### config.mk
export PLATFORM = sky130hd
export DESIGN_NAME = aux_listen_ctrl
export DESIGN_NICKNAME = d
export VERILOG_FILES = /design/src/verilog/aux_cmd_pkg.sv /design/src/verilog/aux_cmd_if.sv /design/src/verilog/aux_cmd_decode.sv /design/src/verilog/aux_listen_ctrl.sv /design/src/verilog/cont_listen.sv
export SDC_FILE = /design/constraint.sdc
export NUM_CORES = 1
export LEC_CHECK = 0
export ABC_AREA = 0
export BUFFER_PORTS_ARGS = -buffer_cell sky130_fd_sc_hd__buf_2
export CAP_MARGIN = 5
export CORE_MARGIN = 3
export CORE_UTILIZATION = 30
export CTS_CLUSTER_SIZE = 8
export DETAILED_ROUTE_END_ITERATION = 16
export PLACE_DENSITY_LB_ADDON = 0.15
export SLEW_MARGIN = 30
export SYNTH_ARGS = -nofsm -noshare
export SYNTH_HDL_FRONTEND = slang
export SYNTH_SLANG_ARGS = --single-unit
### constraint.sdc
create_clock -name sys_clk -period 1.1 [get_ports sys_clk]
set_input_delay 0.22 -clock sys_clk [delete_from_list [all_inputs] [get_ports sys_clk]]
set_output_delay 0.22 -clock sys_clk [all_outputs]
set_load 0.005 [all_outputs]
### src/verilog/aux_cmd_pkg.sv
// Constants and helpers for the auxiliary listen/control command decoder
// Overview of operation
// Code 11011: listen pulse, enter continuous mode
// Plain listen: pulse only, no continuous mode
// Continuous: ready on not-ready entry unless end
// Continuous: end seen holds off ready
// Continuous: received byte sets no data-in flag
// Leave continuous on plain listen or idle
// Code 11100: one-cycle local unlisten pulse
// Code 11101: set and hold parallel poll request
// Clear poll request on poll or idle state
// Software: no poll request with standby together
// IFC commands: request control, IFC follows bit three
// Software: hold IFC 100 us before clearing
// REN commands: request control, REN follows bit three
// Software: REN false 100 us before setting
// Software: IFC/REN only as system controller
// Code 10100: drop system control request
// One action per write; reset clears modes
package aux_cmd_pkg;

	// ----------------------------------------------------------------
	// Command field
	// ----------------------------------------------------------------
	localparam int unsigned CMD_W       = 5;          // Command code width
	localparam int unsigned CMD_BIT_SEL = 3;          // Bit carrying the line value

	localparam logic [4:0] CMD_LISTEN   = 5'h13;     // Plain listen
	localparam logic [4:0] CMD_LCM      = 5'h1B;     // Listen, continuous mode
	localparam logic [4:0] CMD_LUN      = 5'h1C;     // Local unlisten
	localparam logic [4:0] CMD_EPP      = 5'h1D;     // Execute parallel poll
	localparam logic [4:0] CMD_DSC      = 5'h14;     // Disable system control
	localparam logic [4:0] CMD_IFC      = 5'h16;     // Set/clear IFC, bit 3 masked
	localparam logic [4:0] CMD_REN      = 5'h17;     // Set/clear REN, bit 3 masked
	localparam logic [4:0] CMD_B3_MASK  = 5'h17;     // Ignores the line value bit

	// ----------------------------------------------------------------
	// Timing
	// ----------------------------------------------------------------
	localparam int unsigned CLK_MHZ       = 125;      // System clock rate
	localparam int unsigned LINE_HOLD_US  = 100;      // Least IFC/REN hold time
	localparam int unsigned LINE_HOLD_CYC = LINE_HOLD_US * CLK_MHZ;  // Least hold, cycles

	// Match a code against a pattern, ignoring the line value bit
	function automatic logic match_no_b3(input logic [4:0] code, input logic [4:0] pat);
		match_no_b3 = ((code & CMD_B3_MASK) == pat);
	endfunction

endpackage

### src/verilog/aux_cmd_if.sv
// Decoded command strobes passed from the decoder to the consumers
`timescale 1ns/100ps
`default_nettype none
interface aux_cmd_if;
	logic listen_stb;   // Plain listen written
	logic lcm_stb;      // Listen in continuous mode written
	logic lun_stb;      // Local unlisten written
	logic epp_stb;      // Execute parallel poll written
	logic ifc_stb;      // Set or clear IFC written
	logic ren_stb;      // Set or clear REN written
	logic dsc_stb;      // Disable system control written
	logic line_val;     // Value of command bit three

	// Decoder side
	modport dec (output listen_stb, lcm_stb, lun_stb, epp_stb, ifc_stb, ren_stb,
		dsc_stb, line_val);
	// Consumer side
	modport use_side (input listen_stb, lcm_stb, lun_stb, epp_stb, ifc_stb, ren_stb,
		dsc_stb, line_val);
endinterface
`default_nettype wire

### src/verilog/aux_cmd_decode.sv
// Command code decoder: one strobe per write
`timescale 1ns/100ps
`default_nettype none
module aux_cmd_decode (
	input  wire logic                     cmd_wr,     // Write strobe, one cycle
	input  wire logic [aux_cmd_pkg::CMD_W-1:0] cmd_code,   // Written command code
	aux_cmd_if.dec                        cmd         // Decoded strobes
);
	import aux_cmd_pkg::*;

	// ----------------------------------------------------------------
	// Decode
	// ----------------------------------------------------------------
	// Each strobe follows the write pulse, so one write acts once
	always_comb begin
		cmd.listen_stb = cmd_wr && (cmd_code == CMD_LISTEN);
		cmd.lcm_stb    = cmd_wr && (cmd_code == CMD_LCM);
		cmd.lun_stb    = cmd_wr && (cmd_code == CMD_LUN);
		cmd.epp_stb    = cmd_wr && (cmd_code == CMD_EPP);
		cmd.dsc_stb    = cmd_wr && (cmd_code == CMD_DSC);
		cmd.ifc_stb    = cmd_wr && match_no_b3(cmd_code, CMD_IFC);
		cmd.ren_stb    = cmd_wr && match_no_b3(cmd_code, CMD_REN);
		cmd.line_val   = cmd_code[CMD_BIT_SEL];
	end
endmodule
`default_nettype wire

### src/verilog/aux_listen_ctrl.sv
// Top of the auxiliary listen and system control command decoder
`timescale 1ns/100ps
`default_nettype none
module aux_listen_ctrl (
	input  wire logic                          sys_clk,        // System clock
	input  wire logic                          srst,           // Sync reset
	input  wire logic                          cmd_wr,         // Command write strobe
	input  wire logic [aux_cmd_pkg::CMD_W-1:0] cmd_code,       // Command code
	input  wire logic                          acc_not_ready,  // Acceptor not ready
	input  wire logic                          listen_idle,    // Listener idle
	input  wire logic                          end_rx,         // End received flag
	input  wire logic                          byte_rcvd,      // Byte accepted pulse
	input  wire logic                          ctl_ppoll,      // Controller in poll
	input  wire logic                          ctl_idle,       // Controller idle
	output logic                               listen_msg,     // Listen pulse
	output logic                               unlisten_msg,   // Unlisten pulse
	output logic                               rdy_msg,        // Ready pulse
	output logic                               rfd_holdoff,    // Ready holdoff
	output logic                               data_in_flag_set, // Data-in set pulse
	output logic                               cont_mode,      // Continuous mode
	output logic                               rpp_msg,        // Poll request
	output logic                               rsc_msg,        // System control req
	output logic                               ifc_line,       // IFC drive level
	output logic                               ren_line        // REN drive level
);
	import aux_cmd_pkg::*;

	// ----------------------------------------------------------------
	// Internal state
	// ----------------------------------------------------------------
	aux_cmd_if cmd ();          // Decoded strobes
	logic listen_ff;            // Listen pulse register
	logic unlisten_ff;          // Unlisten pulse register
	logic rpp_ff;               // Parallel poll request
	logic rsc_ff;               // System control request
	logic ifc_ff;               // IFC level
	logic ren_ff;               // REN level

	// ----------------------------------------------------------------
	// Submodules
	// ----------------------------------------------------------------
	aux_cmd_decode u_dec (
		.cmd_wr   (cmd_wr),
		.cmd_code (cmd_code),
		.cmd      (cmd)
	);

	cont_listen u_cont (
		.sys_clk        (sys_clk),
		.srst           (srst),
		.cmd            (cmd),
		.acc_not_ready  (acc_not_ready),
		.listen_idle    (listen_idle),
		.end_rx         (end_rx),
		.byte_rcvd      (byte_rcvd),
		.cont_ff        (cont_mode),
		.rdy_pulse_ff   (rdy_msg),
		.holdoff_ff     (rfd_holdoff),
		.data_in_set_ff (data_in_flag_set)
	);

	// ----------------------------------------------------------------
	// Listen pulses
	// ----------------------------------------------------------------
	// Both listen forms pulse the message for one cycle
	always_ff @(posedge sys_clk) begin
		if (srst) begin
			listen_ff <= 1'b0;
		end else begin
			listen_ff <= cmd.listen_stb || cmd.lcm_stb;
		end
	end

	// Unlisten pulse
	always_ff @(posedge sys_clk) begin
		if (srst) begin
			unlisten_ff <= 1'b0;
		end else begin
			unlisten_ff <= cmd.lun_stb;
		end
	end

	// ----------------------------------------------------------------
	// Parallel poll request
	// ----------------------------------------------------------------
	// A new request beats a clear in the same cycle
	always_ff @(posedge sys_clk) begin
		if (srst) begin
			rpp_ff <= 1'b0;
		end else if (cmd.epp_stb) begin
			rpp_ff <= 1'b1;
		end else if (ctl_ppoll || ctl_idle) begin
			rpp_ff <= 1'b0;
		end
	end

	// ----------------------------------------------------------------
	// System control
	// ----------------------------------------------------------------
	// Any line command requests control; disable drops it
	always_ff @(posedge sys_clk) begin
		if (srst) begin
			rsc_ff <= 1'b0;
		end else if (cmd.ifc_stb || cmd.ren_stb) begin
			rsc_ff <= 1'b1;
		end else if (cmd.dsc_stb) begin
			rsc_ff <= 1'b0;
		end
	end

	// IFC follows the line value bit
	always_ff @(posedge sys_clk) begin
		if (srst) begin
			ifc_ff <= 1'b0;
		end else if (cmd.ifc_stb) begin
			ifc_ff <= cmd.line_val;
		end
	end

	// REN follows the line value bit
	always_ff @(posedge sys_clk) begin
		if (srst) begin
			ren_ff <= 1'b0;
		end else if (cmd.ren_stb) begin
			ren_ff <= cmd.line_val;
		end
	end

	// ----------------------------------------------------------------
	// Outputs
	// ----------------------------------------------------------------
	always_comb begin
		listen_msg   = listen_ff;
		unlisten_msg = unlisten_ff;
		rpp_msg      = rpp_ff;
		rsc_msg      = rsc_ff;
		ifc_line     = ifc_ff;
		ren_line     = ren_ff;
	end

	// ----------------------------------------------------------------
	// Checks: listen and continuous mode
	// ----------------------------------------------------------------
	// Pulse and entry; a second write may pulse again
	a_lcm_enters: assert property (@(posedge sys_clk) disable iff (srst)
		cmd_wr && cmd_code == CMD_LCM
		|=> listen_msg && cont_mode ##1 (!listen_msg || $past(cmd_wr)))
		else $error("continuous listen not entered with one pulse");

	// Plain listen pulses and leaves the mode off
	a_listen_plain: assert property (@(posedge sys_clk) disable iff (srst)
		cmd_wr && cmd_code == CMD_LISTEN |=> listen_msg && !cont_mode)
		else $error("plain listen left continuous mode on");

	// A listen pulse only follows a listen write
	a_listen_source: assert property (@(posedge sys_clk) disable iff (srst)
		listen_msg |-> $past(cmd.listen_stb) || $past(cmd.lcm_stb))
		else $error("listen pulse without a listen write");

	// The mode only starts on its own command
	a_cont_cause: assert property (@(posedge sys_clk) disable iff (srst)
		cont_mode && !$past(cont_mode) |-> $past(cmd.lcm_stb))
		else $error("continuous mode entered without its command");

	// The mode stays until plain listen or idle
	a_cont_holds: assert property (@(posedge sys_clk) disable iff (srst)
		cont_mode && !listen_idle && !cmd.listen_stb |=> cont_mode)
		else $error("continuous mode dropped early");

	// Ready on each fresh not-ready entry in continuous mode without end or holdoff
	a_auto_ready: assert property (@(posedge sys_clk) disable iff (srst)
		cont_mode && !rfd_holdoff && !end_rx && acc_not_ready && !$past(acc_not_ready)
		|=> rdy_msg)
		else $error("no ready on not-ready entry");

	// Ready is a single-cycle pulse
	a_rdy_one_cycle: assert property (@(posedge sys_clk) disable iff (srst)
		rdy_msg |=> !rdy_msg)
		else $error("ready longer than one cycle");

	// Ready only in continuous mode
	a_rdy_needs_cont: assert property (@(posedge sys_clk) disable iff (srst)
		rdy_msg |-> $past(cont_mode))
		else $error("ready outside continuous mode");

	// End received blocks ready
	a_rdy_not_end: assert property (@(posedge sys_clk) disable iff (srst)
		end_rx |=> !rdy_msg)
		else $error("ready with end received");

	// End in continuous mode enters the holdoff
	a_holdoff_set: assert property (@(posedge sys_clk) disable iff (srst)
		cont_mode && end_rx |=> rfd_holdoff)
		else $error("holdoff not entered");

	// Holdoff only follows end in continuous mode
	a_holdoff_cause: assert property (@(posedge sys_clk) disable iff (srst)
		rfd_holdoff |-> $past(cont_mode) && $past(end_rx))
		else $error("holdoff without end");

	// Outside the mode each byte sets data-in
	a_di_outside: assert property (@(posedge sys_clk) disable iff (srst)
		!cont_mode && byte_rcvd |=> data_in_flag_set)
		else $error("data-in not set outside continuous mode");

	// Data-in only follows a received byte
	a_di_cause: assert property (@(posedge sys_clk) disable iff (srst)
		data_in_flag_set |-> $past(byte_rcvd))
		else $error("data-in set without a byte");

	// Unlisten pulses once per write
	a_unlisten_pulse: assert property (@(posedge sys_clk) disable iff (srst)
		cmd_wr && cmd_code == CMD_LUN |=> unlisten_msg ##1 (!unlisten_msg || $past(cmd.lun_stb)))
		else $error("unlisten not one cycle");

	// Unlisten only follows its own write
	a_unlisten_source: assert property (@(posedge sys_clk) disable iff (srst)
		unlisten_msg |-> $past(cmd.lun_stb))
		else $error("unlisten without its write");

	// ----------------------------------------------------------------
	// Checks: poll and system control
	// ----------------------------------------------------------------
	// Poll request rises on its command
	a_rpp_set: assert property (@(posedge sys_clk) disable iff (srst)
		cmd_wr && cmd_code == CMD_EPP |=> rpp_msg)
		else $error("poll request not set");

	// Request held while the controller stays away
	a_rpp_hold: assert property (@(posedge sys_clk) disable iff (srst)
		cmd_wr && cmd_code == CMD_EPP ##1 (!ctl_ppoll && !ctl_idle) [*2] |-> rpp_msg)
		else $error("poll request not held");

	// Request kept until poll or idle state
	a_rpp_stays: assert property (@(posedge sys_clk) disable iff (srst)
		rpp_msg && !ctl_ppoll && !ctl_idle |=> rpp_msg)
		else $error("poll request dropped early");

	// Request only rises on its command
	a_rpp_cause: assert property (@(posedge sys_clk) disable iff (srst)
		rpp_msg && !$past(rpp_msg) |-> $past(cmd.epp_stb))
		else $error("poll request without its command");

	// Poll or idle state drops the request
	a_rpp_clear: assert property (@(posedge sys_clk) disable iff (srst)
		(ctl_ppoll || ctl_idle) && !(cmd_wr && cmd_code == CMD_EPP) |=> !rpp_msg)
		else $error("poll request not cleared");

	// IFC follows bit three and requests control
	a_ifc_value: assert property (@(posedge sys_clk) disable iff (srst)
		cmd_wr && match_no_b3(cmd_code, CMD_IFC)
		|=> rsc_msg && ifc_line == $past(cmd.line_val))
		else $error("IFC command wrong");

	// REN follows bit three and requests control
	a_ren_value: assert property (@(posedge sys_clk) disable iff (srst)
		cmd_wr && match_no_b3(cmd_code, CMD_REN)
		|=> rsc_msg && ren_line == $past(cmd.line_val))
		else $error("REN command wrong");

	// IFC only moves on an IFC command
	a_ifc_holds: assert property (@(posedge sys_clk) disable iff (srst)
		!cmd.ifc_stb |=> $stable(ifc_line))
		else $error("IFC moved without its command");

	// REN only moves on a REN command
	a_ren_holds: assert property (@(posedge sys_clk) disable iff (srst)
		!cmd.ren_stb |=> $stable(ren_line))
		else $error("REN moved without its command");

	// Control request only rises on a line command
	a_rsc_cause: assert property (@(posedge sys_clk) disable iff (srst)
		rsc_msg && !$past(rsc_msg) |-> $past(cmd.ifc_stb) || $past(cmd.ren_stb))
		else $error("control request without a line command");

	// Only the disable command drops the request
	a_rsc_stays: assert property (@(posedge sys_clk) disable iff (srst)
		rsc_msg && !cmd.dsc_stb |=> rsc_msg)
		else $error("control request dropped early");

	// Disable drops the request
	a_dsc_clears: assert property (@(posedge sys_clk) disable iff (srst)
		cmd_wr && cmd_code == CMD_DSC |=> !rsc_msg)
		else $error("system control not dropped");

	// Disable leaves both lines alone
	a_disable_keeps_lines: assert property (@(posedge sys_clk) disable iff (srst)
		cmd_wr && cmd_code == CMD_DSC |=> $stable(ifc_line) && $stable(ren_line))
		else $error("disable moved a line");

	// A code this block does not decode does nothing
	a_unknown_quiet: assert property (@(posedge sys_clk) disable iff (srst)
		cmd_wr && !cmd.listen_stb && !cmd.lcm_stb && !cmd.lun_stb && !cmd.epp_stb
		&& !cmd.dsc_stb && !cmd.ifc_stb && !cmd.ren_stb
		|=> !listen_msg && !unlisten_msg && $stable(rsc_msg))
		else $error("unknown code had an effect");

	// Reset clears every mode and request
	a_reset_clear: assert property (@(posedge sys_clk)
		srst |=> !cont_mode && !rpp_msg && !rsc_msg)
		else $error("reset left a mode set");

	// Main scenarios
	c_lcm: cover property (@(posedge sys_clk) disable iff (srst) cont_mode && listen_msg);
	c_rpp: cover property (@(posedge sys_clk) disable iff (srst) rpp_msg ##1 !rpp_msg);
	c_ifc: cover property (@(posedge sys_clk) disable iff (srst) ifc_line ##1 !ifc_line);
endmodule
`default_nettype wire

### src/verilog/cont_listen.sv
// Continuous listen mode: automatic ready and data-in suppression
`timescale 1ns/100ps
`default_nettype none
module cont_listen (
	input  wire logic sys_clk,        // System clock
	input  wire logic srst,           // Synchronous reset, active high
	aux_cmd_if.use_side cmd,          // Decoded strobes
	input  wire logic acc_not_ready,  // Acceptor in not-ready state
	input  wire logic listen_idle,    // Listener in idle state
	input  wire logic end_rx,         // End-of-block received flag
	input  wire logic byte_rcvd,      // Data byte accepted, one cycle
	output logic      cont_ff,        // Continuous mode active
	output logic      rdy_pulse_ff,   // Ready local message pulse
	output logic      holdoff_ff,     // Ready-for-data holdoff
	output logic      data_in_set_ff  // Sets the data-in flag, one cycle
);
	import aux_cmd_pkg::*;

	logic anr_d_ff;   // Not-ready state one cycle ago

	// ----------------------------------------------------------------
	// Mode
	// ----------------------------------------------------------------
	// Entry beats an exit in the same cycle
	always_ff @(posedge sys_clk) begin
		if (srst) begin
			cont_ff <= 1'b0;
		end else if (cmd.lcm_stb) begin
			cont_ff <= 1'b1;
		end else if (cmd.listen_stb || listen_idle) begin
			cont_ff <= 1'b0;
		end
	end

	// Edge of the not-ready state
	always_ff @(posedge sys_clk) begin
		if (srst) begin
			anr_d_ff <= 1'b0;
		end else begin
			anr_d_ff <= acc_not_ready;
		end
	end

	// Ready pulse on entry, blocked by end or holdoff
	always_ff @(posedge sys_clk) begin
		if (srst) begin
			rdy_pulse_ff <= 1'b0;
		end else begin
			rdy_pulse_ff <= cont_ff && acc_not_ready && !anr_d_ff
				&& !end_rx && !holdoff_ff;
		end
	end

	// Holdoff follows end seen in continuous mode
	always_ff @(posedge sys_clk) begin
		if (srst) begin
			holdoff_ff <= 1'b0;
		end else if (cont_ff && end_rx) begin
			holdoff_ff <= 1'b1;
		end else if (!cont_ff || !end_rx) begin
			holdoff_ff <= 1'b0;
		end
	end

	// Data-in flag set only outside continuous mode
	always_ff @(posedge sys_clk) begin
		if (srst) begin
			data_in_set_ff <= 1'b0;
		end else begin
			data_in_set_ff <= byte_rcvd && !cont_ff;
		end
	end

	// ----------------------------------------------------------------
	// Checks
	// ----------------------------------------------------------------
	a_no_di_cont: assert property (@(posedge sys_clk) disable iff (srst)
		cont_ff && byte_rcvd |=> !data_in_set_ff)
		else $error("data-in set in continuous mode");
	a_holdoff_blocks: assert property (@(posedge sys_clk) disable iff (srst)
		holdoff_ff |=> !rdy_pulse_ff)
		else $error("ready during holdoff");
	a_idle_exits: assert property (@(posedge sys_clk) disable iff (srst)
		listen_idle && !cmd.lcm_stb |=> !cont_ff)
		else $error("continuous mode kept in idle");
	c_auto_ready: cover property (@(posedge sys_clk) disable iff (srst) rdy_pulse_ff);
	c_holdoff: cover property (@(posedge sys_clk) disable iff (srst) holdoff_ff);
endmodule
`default_nettype wire
==> run_results.csv <==
group,metric,value,unit
place,place_area,541,sq um
place,dpl.hpwl,681,um
setup_path,timing.rr.end,"u_cont.cont_ff$_SDFFE_PP0P_",
setup_path,crit_start,"u_cont.cont_ff$_SDFFE_PP0P_",
final_layout,nNetsFinal,83,
logic_synthesis,yosys.area.top_type_share,0.525,
logic_synthesis,ys_types,21,
final_layout,drive_gt1_frac,0.426,
worst_hold_path,hold_end,"listen_msg$_SDFF_PP0_",
die,design.core.area,0.00120,sq mm
setup_path,worst-path-buf-inv,1,
sta,fin_tns_setup,0,ns
place,place_congestion,0.680,
sta,fmax,990,MHz
die,dieWidth,43.4,um
final_layout,area_growth,35.2,%
sta,tightest_slew,0.230,ns
power,power_density,1310,mW/mm^2
sta,setup_ws,0.0897,ns
worst_hold_path,hold_class,"in -> reg",
global_route,grt_antenna_before_repair,0,
die,dieArea,0.00188,sq mm
logic_synthesis,synth_edf_count,0,
setup_path,reg2reg_from,"u_cont.cont_ff$_SDFFE_PP0P_",
setup_path,crit_arrival,0.79,ns
place,portBuffers,23,
status,status,"complete, no violations",
clock_tree,clock_sinks,11,
setup_path,startpoint_type,"flip-flop",
final_layout,multi_input_area,188,sq um
clock_tree,h-tree-depth,1,
logic_synthesis,synth_top_area_cell,"dfxtp_1",
drt,routed_wl,862,um
logic_synthesis,ys_seq_area_frac,0.525,
drt,drtIter0Drc,2,
sta,hold_viol_final,0,
clock_tree,insertion_delay,0.26,ns
sta,skew,0.00654,ns
die,start_util,0.349,
logic_synthesis,synth_seq_cells,11,
setup_path,cp_cell_sequence,"buf_2",
logic_synthesis,syn_area_per_cell,9.98,sq um
clock_tree,clk_pin_slew,0.07,ns
place,post-place-ws,0.168,ns
logic_synthesis,ys_warn_count,0,
sta,rsz0062_at_grt,"no",
logic_synthesis,synth_top_cells_by_area,"dfxtp_1 (53%), mux2i_1 (4.8%), nand2_1 (4.5%)",
drt,drc,0,
sta,period_needed,1.01,ns
setup_path,worst-path-max-fanout,5,
sta,timing.final.crit_share,0.918,
drt,via_per_inst,4.76,
global_route,grt_pass1_vias,349,
logic_synthesis,synthTopCellsByCount,"dfxtp_1 (11), nand2_1 (5), a21oi_1 (3), nor2_1 (3)",
setup_path,crit_required,0.88,ns
power,irDropWorstVdd,514,uV
global_route,overflow,0,
worst_hold_path,hp-start,"cmd_code[2]",
clock_tree,cts_tree,"yes",
drt,wl_per_cell,10.5,um
die,dieHeight,43.4,um
logic_synthesis,syn_area,419,sq um
clock_tree,cts_inserted_buffers,3,
final_layout,n_fill_cell,124,
global_route,grt_max_degree,12,
clock_tree,cts_root_buffer,"clkbuf_4",
clock_tree,clock_path_buffers,2,
final_layout,final_area,567,sq um
die,row_count,12,
drt,dr_total_vias,390,
global_route,track_usage,0.105,
clock_tree,cts_setup_buffers,0,
setup_path,crit_family,"flip-flops",
setup_path,path_class,"reg -> out",
worst_hold_path,min_path_cells,2,
power,p_leak,0.269,nW
clock_tree,hold_buffers,0,
setup_path,slowest_stage,"dfxtp_1",
logic_synthesis,postSynthCellCount,42,
final_layout,regArea,220,sq um
sta,setup_viol_count_final,0,
setup_path,worst_r2r_path_depth,2,
setup_path,slowest_delay,0.39,ns
sta,max_slew_margin,0.845,
logic_synthesis,synth-async-reset-ratio,0,
global_route,grt_first_pass_wirelength,1440,um
clock_tree,cts_resized,0,
logic_synthesis,syn-num-nets,56,
drt,drt_pass1_iterations,4,
setup_path,r2r_setup_slack,0.18,ns
final_layout,diodes,0,
sta,maxSlewViolCount,0,
logic_synthesis,synth_ff_type,"dfxtp_1",
logic_synthesis,synthMostInstantiatedCell,"dfxtp_1",
setup_path,cp-end-kind,"output pin",
drt,ant_nets,0,
run,cap_viol_max_count,0,
die,ios,24,
layout make-up:
class | instances | share of cell area
sequential | 11 | 0.389
multi-input combinational | 30 | 0.331
timing repair buffer | 23 | 0.203
clock buffer | 4 | 0.0464
tap | 14 | 0.0309
layout by cell type (no fill, tap or decap):
| master | count |
|---|---|
| buf_2 | 23 |
| dfxtp_1 | 11 |
| nand2_1 | 5 |
| a21oi_1 | 3 |
| nor2_1 | 3 |
| clkbuf_4 | 3 |
| nand2b_2 | 2 |
| mux2i_1 | 2 |
| nor4_1 | 2 |
| nor3b_1 | 1 |
| and3_1 | 1 |
| nand3_1 | 1 |
| o31ai_1 | 1 |
| or3b_1 | 1 |
| nor3_1 | 1 |
| nand4_1 | 1 |
| o21ai_0 | 1 |
| and2b_2 | 1 |
| and4b_1 | 1 |
| nand2b_1 | 1 |
| nand3b_1 | 1 |
| nand4b_1 | 1 |
| clkbuf_1 | 1 |
flip-flops by register name, indices dropped and copies added (netlist names):
register / flops
u_cont.data_in_set_ff: 1
u_cont.anr_d_ff: 1
u_cont.rdy_pulse_ff: 1
ren_line: 1
unlisten_msg: 1
ifc_line: 1
listen_msg: 1
rsc_msg: 1
u_cont.cont_ff: 1
u_cont.holdoff_ff: 1
rpp_msg: 1
routing by layer:
layer / vias to the layer above / routed length [um] / GRT usage
li1: 201 / - / -
met1: 170 / 388 / 0.131
met2: 19 / 366 / 0.147
met3: 0 / 107 / 0.0290
met4: 0 / 0 / 0.0904
met5: - / 0 / 0
per-stage QoR:
step | total power, mW | util | instances | hold slack [ns]
floorplan | 0.447 | - | 42 | 0.296
global placement | 0.483 | 0.450 | 78 | 0.448
detailed placement | 0.484 | 0.450 | 78 | 0.440
CTS | 0.760 | 0.472 | 82 | 0.155
global route | 0.793 | 0.472 | 82 | 0.182
finish | 0.743 | 0.472 | 82 | 0.172
worst max path at each step:
stage | end | slack (ns) | cells after the start
finish | cont_mode | 0.09 | 1
global placement | u_cont.rdy_pulse_ff$_SDFF_PP0_ | 0.17 | 3
detailed placement | u_cont.rdy_pulse_ff$_SDFF_PP0_ | 0.17 | 3
global route | cont_mode | 0.03 | 1
CTS | cont_mode | 0.07 | 1
floorplan | u_cont.cont_ff$_SDFFE_PP0P_ | 0.22 | 2
logic make-up (layout without fill, tap and decap cells):
family,count (synthesis),count (layout),share of synthesized area
muxes,2,2,0.0478
and+or+nand+nor,23,23,0.334
DFF,11,11,0.525
AOI/OAI and AO/OA,5,5,0.0657
buffers and inverters,1,27,0.0269
where the power goes:
part / total, mW / internal (mW) / switching, mW / leakage [nW]
registers: 0.408 / 0.405 / 0.00246 / 0.0893
logic: 0.0666 / 0.0336 / 0.0330 / 0.164
clock network: 0.269 / 0.140 / 0.129 / 0.0150
total: 0.743 / 0.579 / 0.164 / 0.269
Note: power is estimated with default switching activity, not from simulation.
